[config.mk]
export PLATFORM = sky130hd
export DESIGN_NAME = cfg_msg_engine
export DESIGN_NICKNAME = d
export VERILOG_FILES = /design/src/inc/cfg_msg_pkg.sv /design/src/design/cfg_reply_tx.sv /design/src/design/cfg_msg_engine.sv
export VERILOG_INCLUDE_DIRS = /design/src /design/src/inc
export SDC_FILE = /design/constraint.sdc
export NUM_CORES = 1
export LEC_CHECK = 0
export BUFFER_PORTS_ARGS = -buffer_cell sky130_fd_sc_hd__buf_2
export CORE_MARGIN = 2
export CORE_UTILIZATION = 60
export CTS_BUF_LIST = sky130_fd_sc_hd__clkbuf_2 sky130_fd_sc_hd__clkbuf_4 sky130_fd_sc_hd__clkbuf_8
export CTS_CLUSTER_DIAMETER = 200
export DETAILED_ROUTE_END_ITERATION = 6
export GPL_TIMING_DRIVEN = 1
export HOLD_SLACK_MARGIN = 0.15
export PLACE_DENSITY_LB_ADDON = 0.12
export SLEW_MARGIN = 10
export SYNTH_ARGS = -nofsm -noshare
export SYNTH_HDL_FRONTEND = slang
export SYNTH_SLANG_ARGS = --single-unit
export TNS_END_PERCENT = 20
[constraint.sdc]
create_clock -name i_core_clk -period 3.8 [get_ports i_core_clk]
set_clock_uncertainty 0.1 [all_clocks]
set_input_delay 0.38 -clock i_core_clk [delete_from_list [all_inputs] [get_ports i_core_clk]]
set_output_delay 0.38 -clock i_core_clk [all_outputs]
set_load 0.01 [all_outputs]
[src/inc/cfg_msg_map.svh]
// constants of the configuration message engine: token codes and field sizes
// assumes it is included by bare name from the design modules and the bench
`ifndef CFG_MSG_MAP_SVH
`define CFG_MSG_MAP_SVH

// ****************************************************************
// request opening tokens
// ****************************************************************
`define CFG_TOK_CFG_WR 8'hc0
`define CFG_TOK_CFG_RD 8'hc1
`define CFG_TOK_PER_WR 8'h24
`define CFG_TOK_PER_RD 8'h25

// ****************************************************************
// reply and closing tokens
// ****************************************************************
`define CFG_TOK_OK 8'h03
`define CFG_TOK_FAIL 8'h04
`define CFG_TOK_END 8'h01

// ****************************************************************
// field sizes and the reply-suppressing id byte
// ****************************************************************
`define CFG_RID_LAST 8'h02
`define CFG_CFG_REG_LAST 8'h01
`define CFG_WORD_LAST 8'h03
`define CFG_WORD_BYTES 3'h4
`define CFG_NOREPLY_LO 8'hff

`endif

[src/inc/cfg_msg_pkg.sv]
// types shared by the configuration message engine and its reply sender
// assumes the token constants of cfg_msg_map.svh are used alongside
package cfg_msg_pkg;

  // one token on the interconnect: control flag plus byte
  typedef struct packed {
    logic ctrl;
    logic [7:0] data;
  } tok_s;

  typedef enum logic [1:0] {
    SP_TILE = 2'b00,
    SP_NODE = 2'b01,
    SP_PERIPH = 2'b10
  } space_e;

  // register access handed to the register banks
  typedef struct packed {
    space_e space;
    logic wr;
    logic [15:0] addr;
    logic [7:0] size;
    logic [31:0] wdata;
  } reg_req_s;

  typedef enum logic [2:0] {
    S_IDLE = 3'b000,
    S_RID = 3'b001,
    S_REGN = 3'b011,
    S_SIZE = 3'b010,
    S_DATA = 3'b110,
    S_END = 3'b111,
    S_ACC = 3'b101,
    S_SKIP = 3'b100
  } eng_st_e;

  typedef enum logic [1:0] {
    T_IDLE = 2'b00,
    T_HEAD = 2'b01,
    T_DATA = 2'b11,
    T_TAIL = 2'b10
  } tx_st_e;

endpackage

[src/design/cfg_reply_tx.sv]
// reply sender: emits ok/fail token, data bytes msb first, closing token
// assumes the sink may hold i_tx_ready low at any time
`timescale 1ns/1ps
`include "cfg_msg_map.svh"

module cfg_reply_tx
  import cfg_msg_pkg::*;
(
  // clock and reset
  input wire logic i_core_clk,
  input wire logic i_rst_b,
  // reply order from the engine
  input wire logic i_start,
  input wire logic i_ok,
  input wire logic [2:0] i_nbytes,
  input wire logic [31:0] i_rdata,
  input wire logic [23:0] i_dest,
  output logic o_busy,
  // token stream out
  output tok_s o_tx,
  output logic o_tx_valid,
  output logic [23:0] o_tx_dest,
  input wire logic i_tx_ready
);

  typedef struct packed {
    tx_st_e st;
    logic [2:0] cnt;
    logic [31:0] sreg;
    logic valid;
    tok_s tok;
    logic [23:0] dest;
  } tx_s;

  tx_s q, d;

  // left-justify the low n bytes so the top byte leaves first
  function automatic logic [31:0] left_just(input logic [31:0] v,
                                            input logic [2:0] n);
    case (n)
      3'h1: left_just = {v[7:0], 24'h0};
      3'h2: left_just = {v[15:0], 16'h0};
      3'h3: left_just = {v[23:0], 8'h0};
      default: left_just = v;
    endcase
  endfunction

  always_comb begin
    d = q;
    case (q.st)
      T_IDLE: begin
        if (i_start) begin
          d.valid = 1'b1;
          d.tok.ctrl = 1'b1;
          d.tok.data = i_ok ? `CFG_TOK_OK : `CFG_TOK_FAIL;
          d.dest = i_dest;
          d.cnt = i_ok ? i_nbytes : 3'h0;
          d.sreg = left_just(i_rdata, i_nbytes);
          d.st = T_HEAD;
        end
      end
      T_HEAD, T_DATA: begin
        if (i_tx_ready) begin
          if (q.cnt != 3'h0) begin
            d.tok.ctrl = 1'b0;
            d.tok.data = q.sreg[31:24];
            d.sreg = {q.sreg[23:0], 8'h0};
            d.cnt = q.cnt - 3'h1;
            d.st = T_DATA;
          end else begin
            d.tok.ctrl = 1'b1;
            d.tok.data = `CFG_TOK_END;
            d.st = T_TAIL;
          end
        end
      end
      T_TAIL: begin
        if (i_tx_ready) begin
          d.valid = 1'b0;
          d.st = T_IDLE;
        end
      end
      default: d = '0;
    endcase
  end

  always_ff @(posedge i_core_clk or negedge i_rst_b) begin
    if (!i_rst_b) begin
      q <= '0;
    end else begin
      q <= d;
    end
  end

  assign o_busy = (q.st != T_IDLE);
  assign o_tx = q.tok;
  assign o_tx_valid = q.valid;
  assign o_tx_dest = q.dest;

  // ****************************************************************
  // checks
  // ****************************************************************
  property p_ok_head;
    @(posedge i_core_clk) disable iff (!i_rst_b)
    (!o_busy && i_start && i_ok) |=>
      (o_tx_valid && o_tx.ctrl && o_tx.data == 8'h03);
  endproperty
  a_ok_head: assert property (p_ok_head)
    else $error("success reply does not open with token 3");

  property p_fail_then_end;
    @(posedge i_core_clk) disable iff (!i_rst_b)
    (!o_busy && i_start && !i_ok) ##1 i_tx_ready |->
      (o_tx_valid && o_tx.ctrl && o_tx.data == 8'h04) ##1
      (o_tx_valid && o_tx.ctrl && o_tx.data == 8'h01);
  endproperty
  a_fail_then_end: assert property (p_fail_then_end)
    else $error("failure reply is not token 4 then token 1");

  property p_hold;
    @(posedge i_core_clk) disable iff (!i_rst_b)
    (o_tx_valid && !i_tx_ready) |=>
      (o_tx_valid && $stable(o_tx) && $stable(o_tx_dest));
  endproperty
  a_hold: assert property (p_hold)
    else $error("reply token changed while stalled");

  property p_end_frees;
    @(posedge i_core_clk) disable iff (!i_rst_b)
    (o_tx_valid && i_tx_ready && o_tx.ctrl && o_tx.data == 8'h01) |=>
      (!o_busy && !o_tx_valid);
  endproperty
  a_end_frees: assert property (p_end_frees)
    else $error("sender still busy after closing token");

endmodule // cfg_reply_tx

[src/design/cfg_msg_engine.sv]
// configuration message engine: parses framed register requests arriving
// on a channel-end, drives one register access for each well-formed request, and replies unless the id is cut short or a write's id ends in ff
// assumes register banks answer every request with one i_reg_ack pulse
`timescale 1ns/1ps
`include "cfg_msg_map.svh"

module cfg_msg_engine
  import cfg_msg_pkg::*;
(
  // clock and reset
  input wire logic i_core_clk,
  input wire logic i_rst_b,
  // request token stream in
  input tok_s i_rx,
  input wire logic i_rx_valid,
  output logic o_rx_ready,
  input wire logic i_ep_node,
  // reply token stream out
  output tok_s o_tx,
  output logic o_tx_valid,
  output logic [23:0] o_tx_dest,
  input wire logic i_tx_ready,
  // register bank access
  output reg_req_s o_reg,
  output logic o_reg_req,
  input wire logic i_reg_ack,
  input wire logic i_reg_ok,
  input wire logic [31:0] i_reg_rdata
);

  typedef struct packed {
    eng_st_e st;
    logic ready;
    logic [7:0] cnt;
    logic [23:0] rid;
    logic bad;
    logic req;
    reg_req_s r;
    logic start;
    logic ok;
    logic [2:0] nbytes;
    logic [31:0] rdata;
  } eng_s;

  eng_s q, d;
  logic take;
  logic tx_busy;

  function automatic logic listening(input eng_st_e s);
    listening = (s != S_ACC);
  endfunction

  assign take = i_rx_valid && q.ready;

  // ****************************************************************
  // request parser and access sequencer
  // ****************************************************************
  always_comb begin
    d = q;
    d.start = 1'b0;
    case (q.st)
      S_IDLE: begin
        if (take) begin
          d.cnt = 8'h0;
          d.rid = 24'h0;
          d.bad = 1'b0;
          d.r = '0;
          d.r.space = i_ep_node ? SP_NODE : SP_TILE;
          d.st = S_RID;
          if (!i_rx.ctrl) begin
            d.st = S_SKIP;
          end else begin
            case (i_rx.data)
              `CFG_TOK_CFG_WR: d.r.wr = 1'b1;
              `CFG_TOK_CFG_RD: d.r.wr = 1'b0;
              `CFG_TOK_PER_WR: begin
                d.r.wr = 1'b1;
                d.r.space = SP_PERIPH;
              end
              `CFG_TOK_PER_RD: d.r.space = SP_PERIPH;
              `CFG_TOK_END: d.st = S_IDLE;
              default: d.st = S_SKIP;
            endcase
          end
        end
      end
      S_RID, S_REGN, S_SIZE, S_DATA: begin
        if (take && i_rx.ctrl) begin
          // cut short: without a full id there is nowhere to answer
          if (q.st == S_RID) begin
            d.st = (i_rx.data == `CFG_TOK_END) ? S_IDLE : S_SKIP;
          end else begin
            d.bad = 1'b1;
            d.st = (i_rx.data == `CFG_TOK_END) ? S_ACC : S_END;
          end
        end else if (take) begin
          d.cnt = q.cnt + 8'h01;
          case (q.st)
            S_RID: begin
              d.rid = {q.rid[15:0], i_rx.data};
              if (q.cnt == `CFG_RID_LAST) begin
                d.cnt = 8'h0;
                d.st = S_REGN;
              end
            end
            S_REGN: begin
              d.r.addr = {q.r.addr[7:0], i_rx.data};
              if (q.r.space == SP_PERIPH) begin
                d.cnt = 8'h0;
                d.st = S_SIZE;
              end else if (q.cnt == `CFG_CFG_REG_LAST) begin
                d.cnt = 8'h0;
                d.r.size = 8'h04;
                d.st = q.r.wr ? S_DATA : S_END;
              end
            end
            S_SIZE: begin
              d.r.size = i_rx.data;
              d.cnt = 8'h0;
              // only one to four bytes fit the data word
              d.bad = (i_rx.data == 8'h0) || (i_rx.data > 8'h04);
              d.st = (q.r.wr && i_rx.data != 8'h0) ? S_DATA : S_END;
            end
            default: begin
              d.r.wdata = {q.r.wdata[23:0], i_rx.data};
              if ((q.r.space == SP_PERIPH) ? (d.cnt == q.r.size)
                                           : (q.cnt == `CFG_WORD_LAST)) begin
                d.st = S_END;
              end
            end
          endcase
        end
      end
      S_END: begin
        if (take) begin
          if (i_rx.ctrl && i_rx.data == `CFG_TOK_END) begin
            d.st = S_ACC;
            d.req = !q.bad;
          end else begin
            d.bad = 1'b1;
          end
        end
      end
      S_ACC: begin
        if (q.bad || i_reg_ack) begin
          d.req = 1'b0;
          d.ok = !q.bad && i_reg_ok;
          d.rdata = i_reg_rdata;
          d.nbytes = q.r.wr ? 3'h0 :
                     (q.r.space == SP_PERIPH) ? q.r.size[2:0]
                                              : `CFG_WORD_BYTES;
          d.start = !(q.r.wr && q.rid[7:0] == `CFG_NOREPLY_LO);
          d.st = S_IDLE;
        end
      end
      S_SKIP: begin
        if (take && i_rx.ctrl && i_rx.data == `CFG_TOK_END) begin
          d.st = S_IDLE;
        end
      end
      default: d.st = S_IDLE;
    endcase
    // no new token until the previous reply has fully left
    d.ready = listening(d.st) && !d.start && !q.start && !tx_busy;
  end

  always_ff @(posedge i_core_clk or negedge i_rst_b) begin
    if (!i_rst_b) begin
      q <= '0;
    end else begin
      q <= d;
    end
  end

  assign o_rx_ready = q.ready;
  assign o_reg = q.r;
  assign o_reg_req = q.req;

  // ****************************************************************
  // reply sender
  // ****************************************************************
  cfg_reply_tx u_reply (
    .i_core_clk(i_core_clk),
    .i_rst_b(i_rst_b),
    .i_start(q.start),
    .i_ok(q.ok),
    .i_nbytes(q.nbytes),
    .i_rdata(q.rdata),
    .i_dest(q.rid),
    .o_busy(tx_busy),
    .o_tx(o_tx),
    .o_tx_valid(o_tx_valid),
    .o_tx_dest(o_tx_dest),
    .i_tx_ready(i_tx_ready)
  );

  // ****************************************************************
  // checks
  // ****************************************************************
  property p_noreply;
    @(posedge i_core_clk) disable iff (!i_rst_b)
    (q.st == S_ACC && i_reg_ack && q.r.wr && q.rid[7:0] == 8'hff) |=>
      (!q.start ##1 !o_tx_valid);
  endproperty
  a_noreply: assert property (p_noreply)
    else $error("reply sent for a suppressed write");

  property p_read_reply;
    @(posedge i_core_clk) disable iff (!i_rst_b)
    (q.st == S_ACC && i_reg_ack && !q.r.wr) |=>
      (q.start ##1 (o_tx_valid && o_tx_dest == $past(q.rid, 2)));
  endproperty
  a_read_reply: assert property (p_read_reply)
    else $error("read not answered to its own channel-end");

  property p_req_hold;
    @(posedge i_core_clk) disable iff (!i_rst_b)
    (o_reg_req && !i_reg_ack) |=> (o_reg_req && $stable(o_reg));
  endproperty
  a_req_hold: assert property (p_req_hold)
    else $error("register request dropped before ack");

  property p_busy_blocks;
    @(posedge i_core_clk) disable iff (!i_rst_b)
    tx_busy |-> !o_rx_ready;
  endproperty
  a_busy_blocks: assert property (p_busy_blocks)
    else $error("request taken while a reply is pending");

  property p_open_cfg;
    @(posedge i_core_clk) disable iff (!i_rst_b)
    (q.st == S_IDLE && take && i_rx.ctrl && i_rx.data == 8'hc0) |=>
      (q.st == S_RID && q.r.wr && q.r.space != SP_PERIPH);
  endproperty
  a_open_cfg: assert property (p_open_cfg)
    else $error("config write opening token not recognised");

  property p_open_per;
    @(posedge i_core_clk) disable iff (!i_rst_b)
    (q.st == S_IDLE && take && i_rx.ctrl && i_rx.data == 8'h25) |=>
      (q.st == S_RID && !q.r.wr && q.r.space == SP_PERIPH);
  endproperty
  a_open_per: assert property (p_open_per)
    else $error("peripheral read opening token not recognised");

endmodule // cfg_msg_engine

== After elaboration in Yosys (flattened, before gate mapping) ==
Index checks and enable logic that the tools add are counted.

* Register bits after elaboration: 205

* Add/sub/neg operators: 2
* Magnitude comparators: 1
* Eq/ne operators: 45
* Mux-type cells: 71
* Reduce and logical (&&, ||, !) cells: 48

{| class="wikitable"
|+ Operators by type and width
! operator !! count
|-
| 56-bit two-way mux || 3
|-
| 56-bit one-hot mux with 2 select lines || 1
|-
| 37-bit two-way mux || 3
|-
| 32-bit one-hot mux with 3 select lines || 1
|-
| 71-bit two-way mux || 1
|-
| 35-bit one-hot mux with 2 select lines || 1
|-
| 33-bit two-way mux || 2
|-
| 32-bit two-way mux || 2
|-
| 32-bit one-hot mux with 2 select lines || 1
|-
| 3-bit two-way mux || 19
|-
| 8-bit two-way mux || 5
|-
| 35-bit two-way mux || 1
|-
| 2-bit inequality test, second input constant || 13
|-
| 8-bit equality test, second input constant || 3
|-
| 24-bit two-way mux || 1
|-
| 8-bit one-hot mux with 3 select lines || 1
|-
| 3-bit inequality test, second input constant || 7
|-
| 9-bit two-way mux || 2
|-
| 9-bit one-hot mux with 2 select lines || 1
|-
| 8-bit by 1-bit equality test with 1-bit output, second input constant || 2
|-
| 8-bit by 2-bit equality test with 1-bit output, second input constant || 2
|-
| 8-bit by 6-bit equality test with 1-bit output, second input constant || 2
|-
| 16-bit two-way mux || 1
|-
| 8-bit one-hot mux with 2 select lines || 1
|-
| 35 further kinds || 91
|}

== Logic depth before layout (Yosys ltp) ==
Gate-level depths: netlist of run 1.

* Word-level depth: 12
* Mapped depth: 9
* Mapped depth without buffers: 7

== Modules after synthesis ==
From an unflattened synthesis of run 1, not the netlist that was laid out.

* Cell total of the unflattened synthesis: 1029
* Area total of the unflattened synthesis: 10191.0 sq um

{| class="wikitable"
|+ Modules (own cells, without submodules)
! module !! instances !! cells each !! area each (sq um) !! sequential area each (sq um)
|-
| cfg_msg_engine || 1 || 632 || 6326.1 || 3353.2
|-
| cfg_reply_tx || 1 || 397 || 3865.0 || 1776.7
|}

== Worst setup path before layout of run 1 ==
OpenSTA, ideal clock, no wires.

* Kind: register to register
* Start point: register q[122] (netlist bit)
* End point: register q, in the netlist o_rx_ready
* Arrival time: 2.020 ns
* Required time: 3.574 ns
* Path slack: 1.554 ns
* Stages on the path, launching flop included: 9
* Buffers on the path: 1
* Cells stage by stage: dfrtp_1 -> clkbuf_1 -> inv_1 -> ha_1 -> xnor2_1 -> a2111oi_0 -> a41o_1 -> nand4_2 -> o311a_1

{| class="wikitable"
|+ RTL lines
! element !! line !! RTL
|-
| from (decl) || cfg_msg_engine.sv:45 || <nowiki>eng_s q, d;</nowiki>
|-
| from (signal assigned) || cfg_msg_engine.sv:169 || <nowiki>q <= '0;</nowiki>
|-
| from (signal assigned) || cfg_msg_engine.sv:171 || <nowiki>q <= d;</nowiki>
|}

== Worst setup path after layout of run 1 ==
* Start point: register q[36] (netlist bit)
* End point: register u_reply.q, in the netlist u_reply.o_tx[0]

* Longest elaborated chain between the ends: 2

{| class="wikitable"
|+ Ends and longest elaborated chain
! element !! line !! RTL
|-
| 2-bit inequality test (no source line) || -- ||
|-
| 3-bit AND reduction (no source line) || -- ||
|-
| to (signal assigned) || cfg_reply_tx.sv:89 || <nowiki>q <= '0;</nowiki>
|-
| to (signal assigned) || cfg_reply_tx.sv:91 || <nowiki>q <= d;</nowiki>
|-
| to (decl) || cfg_reply_tx.sv:35 || <nowiki>tx_s q, d;</nowiki>
|}

Every way passes these cells.
A chain may end at the register's enable or synchronous reset.

==> impl_results.md, run 1 <==
- Outcome: completed
- Top cell type by total area after synthesis: dfrtp_1
- Util after Layout: 69.61%
- Pins over their slew limit: 0
- Initial core utilization: roughly three fifths
- Fin. Hold Viols: 0
- Fillcell total: roughly 1,300
- Top cell type's share of synthesized area: between 50% and 60%
- Ports: roughly 140
- VDD IR max: between 200 and 300 uV
- Setup_tns: 0 ns
- Iteration-0 DRC Markers: roughly 610
- WL final: approximately 24 mm
- Critical path type: reg -> reg
- Kind of start point of the critical path: register
- Total track usage: 27.25%
- Synth Net Count: 1,183
- Final setup fails: 0
- Compound-Gate Fraction of Synth Area: about 15%
- Area share of fa/ha/maj cells after synthesis: less than 1%
- Global-route wire length before repair: 39.40 mm
- Core area: around 17,000 um2
- Number of port buffers: 142
- CTS resizes: 0
- Worst Tran Pin Value: approximately 1.1 ns
- # nets final: ~1,300
- CTS tree: done
- Routing usage on met1: between 30% and 40%
- Die area: between 15,000 and 20,000 um2
- Crit path buffers/inverters: 1
- Cells after Synth: around 1,100
- Placed cell areas: between 10,000 and 15,000 um2
- Via count: 8,124
- Largest net degree at the start of global routing: approximately 110
- Syn Std Cell Area: roughly 10,000 um2
- HP Class: in -> reg
- Int Power: 3.732 mW
- Longest Clk Path Bufs: 3
- Lkg Pwr: 5.577 nW
- Rel. slew slack: a little over a quarter
- Final min period: 2.701 ns
- Grt met3 use: under 10%
- Via density: between 5 and 6
- Area Overhead vs Synth: 13.58%
- Clock Power Share: 42.5%
- Max FFs per register: 73
- Vias in the first global route: roughly 7,700
- Final period util: 71.08%
- H-tree Lvls: 2
- DRC viols: 0
- Post-route cell area: around 12,000 um2
- Later-pin clock latency in the skew report: 0.52 ns
- Sequential-to-total area share from yosys stat: 50.65%
- CTS sink count: 205
- Largest family of logic cells by synthesized area: simple AND/OR/NAND/NOR gates
- GRT overflow: 0
- CP required: 4.15 ns
- Ys Warns: 0
- FP Rows: 47
- Power density over the cells: 439.3 nW/um2
- WL per Instance: roughly 17 um
- Post-Synth XOR/XNOR Area: between 1 and 1.5%
- Slowest stage delay, CP: approximately 0.68 ns
- Maximum capacitance violations: 0
- Unrepaired setup endpoints after global routing: false
- Most used DFF post-synth: dfrtp_1
- Vert. Die Dim: roughly 130 um
- GRT Max-Usage Layer: met2
- Number of antenna diodes: 0
- Switching Fraction: a little over a quarter
- FMAX: about 0.37 GHz
- Dpl hpwl: roughly 16 mm
- Antenna-violating nets left: 0
- Met2 usage: between 40% and 50%
- Synthesized area per cell: about 9.0 um2
- Critical Path End Type: register
- Worst-path fanout max: 43
- Most frequent cells in the layout: nand2_1, dfrtp_1, buf_2
- CP max stage cell: a31o_2
- CTS clock-pin slew for the worst setup and hold paths: roughly 0.06 ns
- DR pass1 iterations: 5
- Initial antenna violation count: 0
- Crit-path cells: nand2b_1 -> nor2_2 -> a21oi_2 -> a31o_2 -> buf_4 -> a221oi_1 -> nor2_1
- Commonest non-fill, non-tap cell in the layout: nand2_1
- Asr flop ratio synth: 100.0%
- Share of cells above drive strength 1: between 20% and 30%
- Post-synth EDFFs: 0
- Ranking of synthesized cells by area: dfrtp_1, nand2_1, buf_4
- Sw Pwr: 1.320 mW
- Post-synthesis register bit count: slightly above 200
- Overall die width: 133.9 um
- Clock Root Buffer: clkbuf_8
- Combinational power share: ~11%
- Final estimated routing congestion in global placement: ~0.86
- Num CTS Buffers: 36
- Mux contribution to synthesized area: around 4.6%
- Total power: between 5 and 6 mW
- Delay-heaviest family, CP: compound AO/OA/AOI/OAI gates
- Simple-Gate Fraction of Synth Area: ~18%
- Cell variety after synth: 64
- Flop pwr share: a little under half
- WP data arrival: a little over 3 ns
==> area by class of cell <==
type | instances | area (um2) | share of cell area [%]
multi-input cells | 741 | 3969 | 34.50
inverters | 28 | 105.1 | 0.9137
repair buffers | 197 | 1255 | 10.91
flip-flops and latches | 205 | 5130 | 44.60
clock inverters | 3 | 43.79 | 0.3807
clock buffers | 59 | 724.4 | 6.298
well taps | 220 | 275.3 | 2.393
==> Yosys cell counts (3+ instances only) <==
cell,instances
or3_1,7
mux2_2,29
xnor2_1,9
dfrtp_1,205
a22oi_1,14
nand4_1,4
o22ai_1,3
clkbuf_1,47
o211ai_1,3
nor4_1,3
nand2_1,313
nor3_1,10
xor2_1,5
nand3_1,22
nor2_1,42
inv_1,28
o221a_2,8
o221ai_1,3
a311oi_1,5
mux2i_1,14
o21ai_0,130
buf_1,5
o21ai_1,6
nor2b_1,6
ha_1,5
o31ai_1,3
a21oi_1,43
a31oi_1,3
buf_4,92
buf_2,12
nand2b_1,8
==> power groups by stage <==
stage / registers, mW / clock network, mW / logic, mW
2_1_floorplan: 2.35 / 0 / 0.377
3_3_place_gp: 2.37 / 0 / 0.517
3_5_place_dp: 2.38 / 0 / 0.524
4_1_cts: 2.34 / 2.18 / 0.560
5_1_grt: 2.35 / 2.29 / 0.632
6_report: 2.34 / 2.15 / 0.565
==> worst min-delay path, delay by kind of cell <==
kind                   cells  cell delay, ns
AO/OA/AOI/OAI              2            0.23
buffers and inverters      1            0.10
AND/OR/NAND/NOR            1            0.09
==> cell families after synthesis <==
logic type	Yosys count
and+or+nand+nor	430
AOI/OAI and AO/OA	249
DFF	205
buffers and inverters	184
muxes	43
xor gates and xnor gates	14
adders and majority gates	5
==> stage by stage <==
stage / hold slack [ns] / std cells / setup WS [ns]
final: 0.2232 / 1453 / 1.099
after global routing: 0.2649 / 1453 / 0.8617
after CTS: 0.1901 / 1453 / 1.145
after detailed placement: 0.3594 / 1347 / 1.153
after global placement: 0.3526 / 1347 / 1.222
after floorplan: -0.01559 / 1130 / 1.554
==> per-layer routing <==
metal	up-vias	wire length (um)
met5	-	0
met4	0	690
met3	58	1198
met2	264	11310
met1	3906	11020
li1	3896	-
==> repair_timing <==
action	in CTS	in global routing
hold buffers	44	0
endpoints found under the hold margin	164	0
setup endpoints to repair	0	0
setup buffers	0	0
==> path summary, 6_finish.rpt <==
| kind | startpoint | end | slack [ns] | cells past startpoint |
|---|---|---|---|---|
| min reg2reg | u_reply.o_tx[6]$_DFFE_PN0P_ | u_reply.o_tx[6]$_DFFE_PN0P_ | 0.36 | 2 |
| min | i_reg_ack | o_reg_req$_DFFE_PN0P_ | 0.22 | 4 |
| max | q[36]$_DFF_PN0_ | u_reply.o_tx[0]$_DFFE_PN0P_ | 1.10 | 7 |
| min in group asynchronous | i_rst_b | u_reply.o_tx_dest[22]$_DFFE_PN0P_ | 0.40 | 2 |
| max reg2reg | q[36]$_DFF_PN0_ | u_reply.o_tx[0]$_DFFE_PN0P_ | 1.10 | 7 |
| max in group asynchronous | i_rst_b | o_reg[36]$_DFFE_PN0P_ | 2.14 | 3 |
(Power assumes the default switching activity.)
==> inputs of run 2 (changes only) <==
==> constraint.sdc (replaced) <==
create_clock -name i_core_clk -period 2.8 [get_ports i_core_clk]
set_clock_uncertainty 0.1 [all_clocks]
set_input_delay 0.28 -clock i_core_clk [delete_from_list [all_inputs] [get_ports i_core_clk]]
set_output_delay 0.28 -clock i_core_clk [all_outputs]
set_load 0.01 [all_outputs]
==> impl_results.md, run 2 (synthesized netlist as in run 1, its figures left out) <==
- Grt met3 use: 4.271% (-0.38 points)
- Global-route wire length before repair: 40.20 mm (+2.0%)
- Post-route setup slack: 0.3503 ns (-0.7487 ns)
- Critical path type: reg -> reg
- HP Class: in -> async
- Fillcell total: 1,292 (-2.9%)
- Cts hold-fix bufs: 48 (+9.1%)
- Critical Path Sink: o_rx_ready$_DFF_PN0_
- Vert. Die Dim: 133.9 um (unchanged)
- Pre-CTS setup slack: 0.4001 ns (-0.7534 ns)
- Iteration-0 DRC Markers: 526 (-14%)
- CTS resizes: 0 (unchanged)
- Routing usage on met1: 40.21% (+1.6 points)
- Setup_tns: 0 ns (unchanged)
- Initial core utilization: 61.29% (unchanged)
- Maximum capacitance violations: 0 (unchanged)
- Unrepaired setup endpoints after global routing: false
- Postcts setup bufs: 0 (unchanged)
- GRT Max-Usage Layer: met2
- # nets final: 1,284 (+1.7%)
- Power density over the cells: 573.0 nW/um2 (+30%)
- Die area: 17,930 um2 (unchanged)
- Worst-path fanout max: 9 (-79%)
- DR pass1 iterations: 5 (unchanged)
- Worst R2R Start: q[122]$_DFFE_PN0P_
- Largest net degree at the start of global routing: 61 (-44%)
- Vias in the first global route: 7,855 (+2.0%)
- Ports: 143 (unchanged)
- Reg-to-reg endpoint: o_rx_ready$_DFF_PN0_
- Total track usage: 27.79% (+0.54 points)
- Kind of start point of the critical path: register
- Clock Root Buffer: clkbuf_8
- Worst Setup SP: q[122]$_DFFE_PN0P_
- H-tree Lvls: 2 (unchanged)
- Commonest non-fill, non-tap cell in the layout: nand2_1
- Fin. Hold Viols: 0 (unchanged)
- Core area: 16,520 um2 (unchanged)
- Initial antenna violation count: 0 (unchanged)
- Lkg Pwr: 5.653 nW (+1.4%)
- Reg-to-reg slack, setup: 0.35 ns (-0.75 ns)
- Area Overhead vs Synth: 14.85%
- Most frequent cells in the layout: nand2_1, dfrtp_1, buf_2
- FMAX: 0.4082 GHz (+10%)
- Rel. slew slack: 28.41% (+1.7 points)
- FP Rows: 47 (unchanged)
- Worst Tran Pin Value: 1.074 ns (-0.02296 ns)
- Number of antenna diodes: 0 (unchanged)
- CTS clock-pin slew for the worst setup and hold paths: 0.06 ns (about the same)
- WP data arrival: 2.75 ns (-0.30 ns)
- CTS tree: done
- Footprint of the multi-input gates: 3969 um2 (unchanged)
- Share of cells above drive strength 1: 22.59% (+0.93 points)
- Outcome: completed
- Worst reg2reg path depth: 7 (unchanged)
- VDD IR max: 386.0 uV (+31%)
- Num CTS Buffers: 35 (-2.8%)
- Longest Clk Path Bufs: 3 (unchanged)
- Later-pin clock latency in the skew report: 0.53 ns (about the same)
- Dpl hpwl: 16.40 mm (+3.1%)
- CP required: 3.10 ns (-1.05 ns)
- Via count: 8,200 (+0.94%)
- Number of port buffers: 142 (unchanged)
- CTS sink count: 205 (unchanged)
- Met2 usage: 43.79% (+1.3 points)
- Final estimated routing congestion in global placement: 0.9022 (+4.7%)
- Critical Path End Type: register
- DRC viols: 0 (unchanged)
- Max FFs per register: 73 (unchanged)
- GRT overflow: 0 (unchanged)
- Sequential cell area: 5130 um2 (unchanged)
- Final period util: 87.49% (+16 points)
- Antenna-violating nets left: 0 (unchanged)
- WL final: 24.56 mm (+1.4%)
- Via density: 5.567 (-0.43%)
- Final setup fails: 0 (unchanged)
- Overall die width: 133.9 um (unchanged)
- WL per Instance: 16.67 um (about the same)
- Final min period: 2.450 ns (-0.2513 ns)
- Pins over their slew limit: 0 (unchanged)
## run 2: cell count changes in the layout (fill, tap and decap cells not counted), sizes merged
cell         change
buf             +19
bufinv           -1
clkbuf           -7
clkinv           +3
clkinvlp         +3
dlygate4sd3      +4
inv              -1
## run 2: where the power goes
part	internal [mW]	switching [mW]
clock	1.50	1.18
sequential	3.07	0.106
combinational	0.300	0.500
total	4.87	1.79
## run 2: layer usage
layer / wire (um) / part of all wire (%)
met1: 11020 / 45
met2: 11710 / 48
met3: 1406 / 5.7
met4: 420 / 1.7
met5: 0 / 0
## run 2: how the worst min path moves through the flow
stage                       start                                end  slack (ns)  cells past startpoint
after floorplan           i_rst_b               o_reg[0]$_DFFE_PN0P_       -0.12                      0
after global placement    i_rst_b  u_reply.o_tx_dest[22]$_DFFE_PN0P_        0.19                      1
after detailed placement  i_rst_b  u_reply.o_tx_dest[18]$_DFFE_PN0P_        0.19                      1
after CTS                 i_rx[8]                   q[132]$_DFF_PN0_        0.18                      3
after global routing      i_rx[8]                   q[132]$_DFF_PN0_        0.21                      3
final                     i_rst_b  u_reply.o_tx_dest[18]$_DFFE_PN0P_        0.19                      2
## run 2: critical path, cell delays in order (launching register included)
cell and delay, ns:
dfrtp_1 0.51, ha_1 0.40, and4_1 0.26, nand2_1 0.12, o311ai_1 0.30, a221o_2 0.22, nand4_2 0.08, o311a_1 0.35
## run 2: final cells by class
class,instances,area share [%]
sequential,205,44.10
clock buffer,52,5.669
multi-input combinational,741,34.12
tap,220,2.367
timing repair buffer,220,12.47
clock inverter,7,0.3657
inverter,28,0.9036
## run 2: metrics by stage
stage | cells | instance area (um2) | utilization [%] | hold WS (ns) | total power [mW]
global route | 1473 | 11630 | 70.39 | 0.2062 | 6.949
finish | 1473 | 11630 | 70.39 | 0.1873 | 6.665
global placement | 1366 | 10450 | 63.23 | 0.1880 | 3.955
detailed placement | 1366 | 10450 | 63.23 | 0.1888 | 3.967
floorplan | 1130 | 10130 | - | -0.1156 | 3.704
CTS | 1473 | 11630 | 70.39 | 0.1805 | 6.700
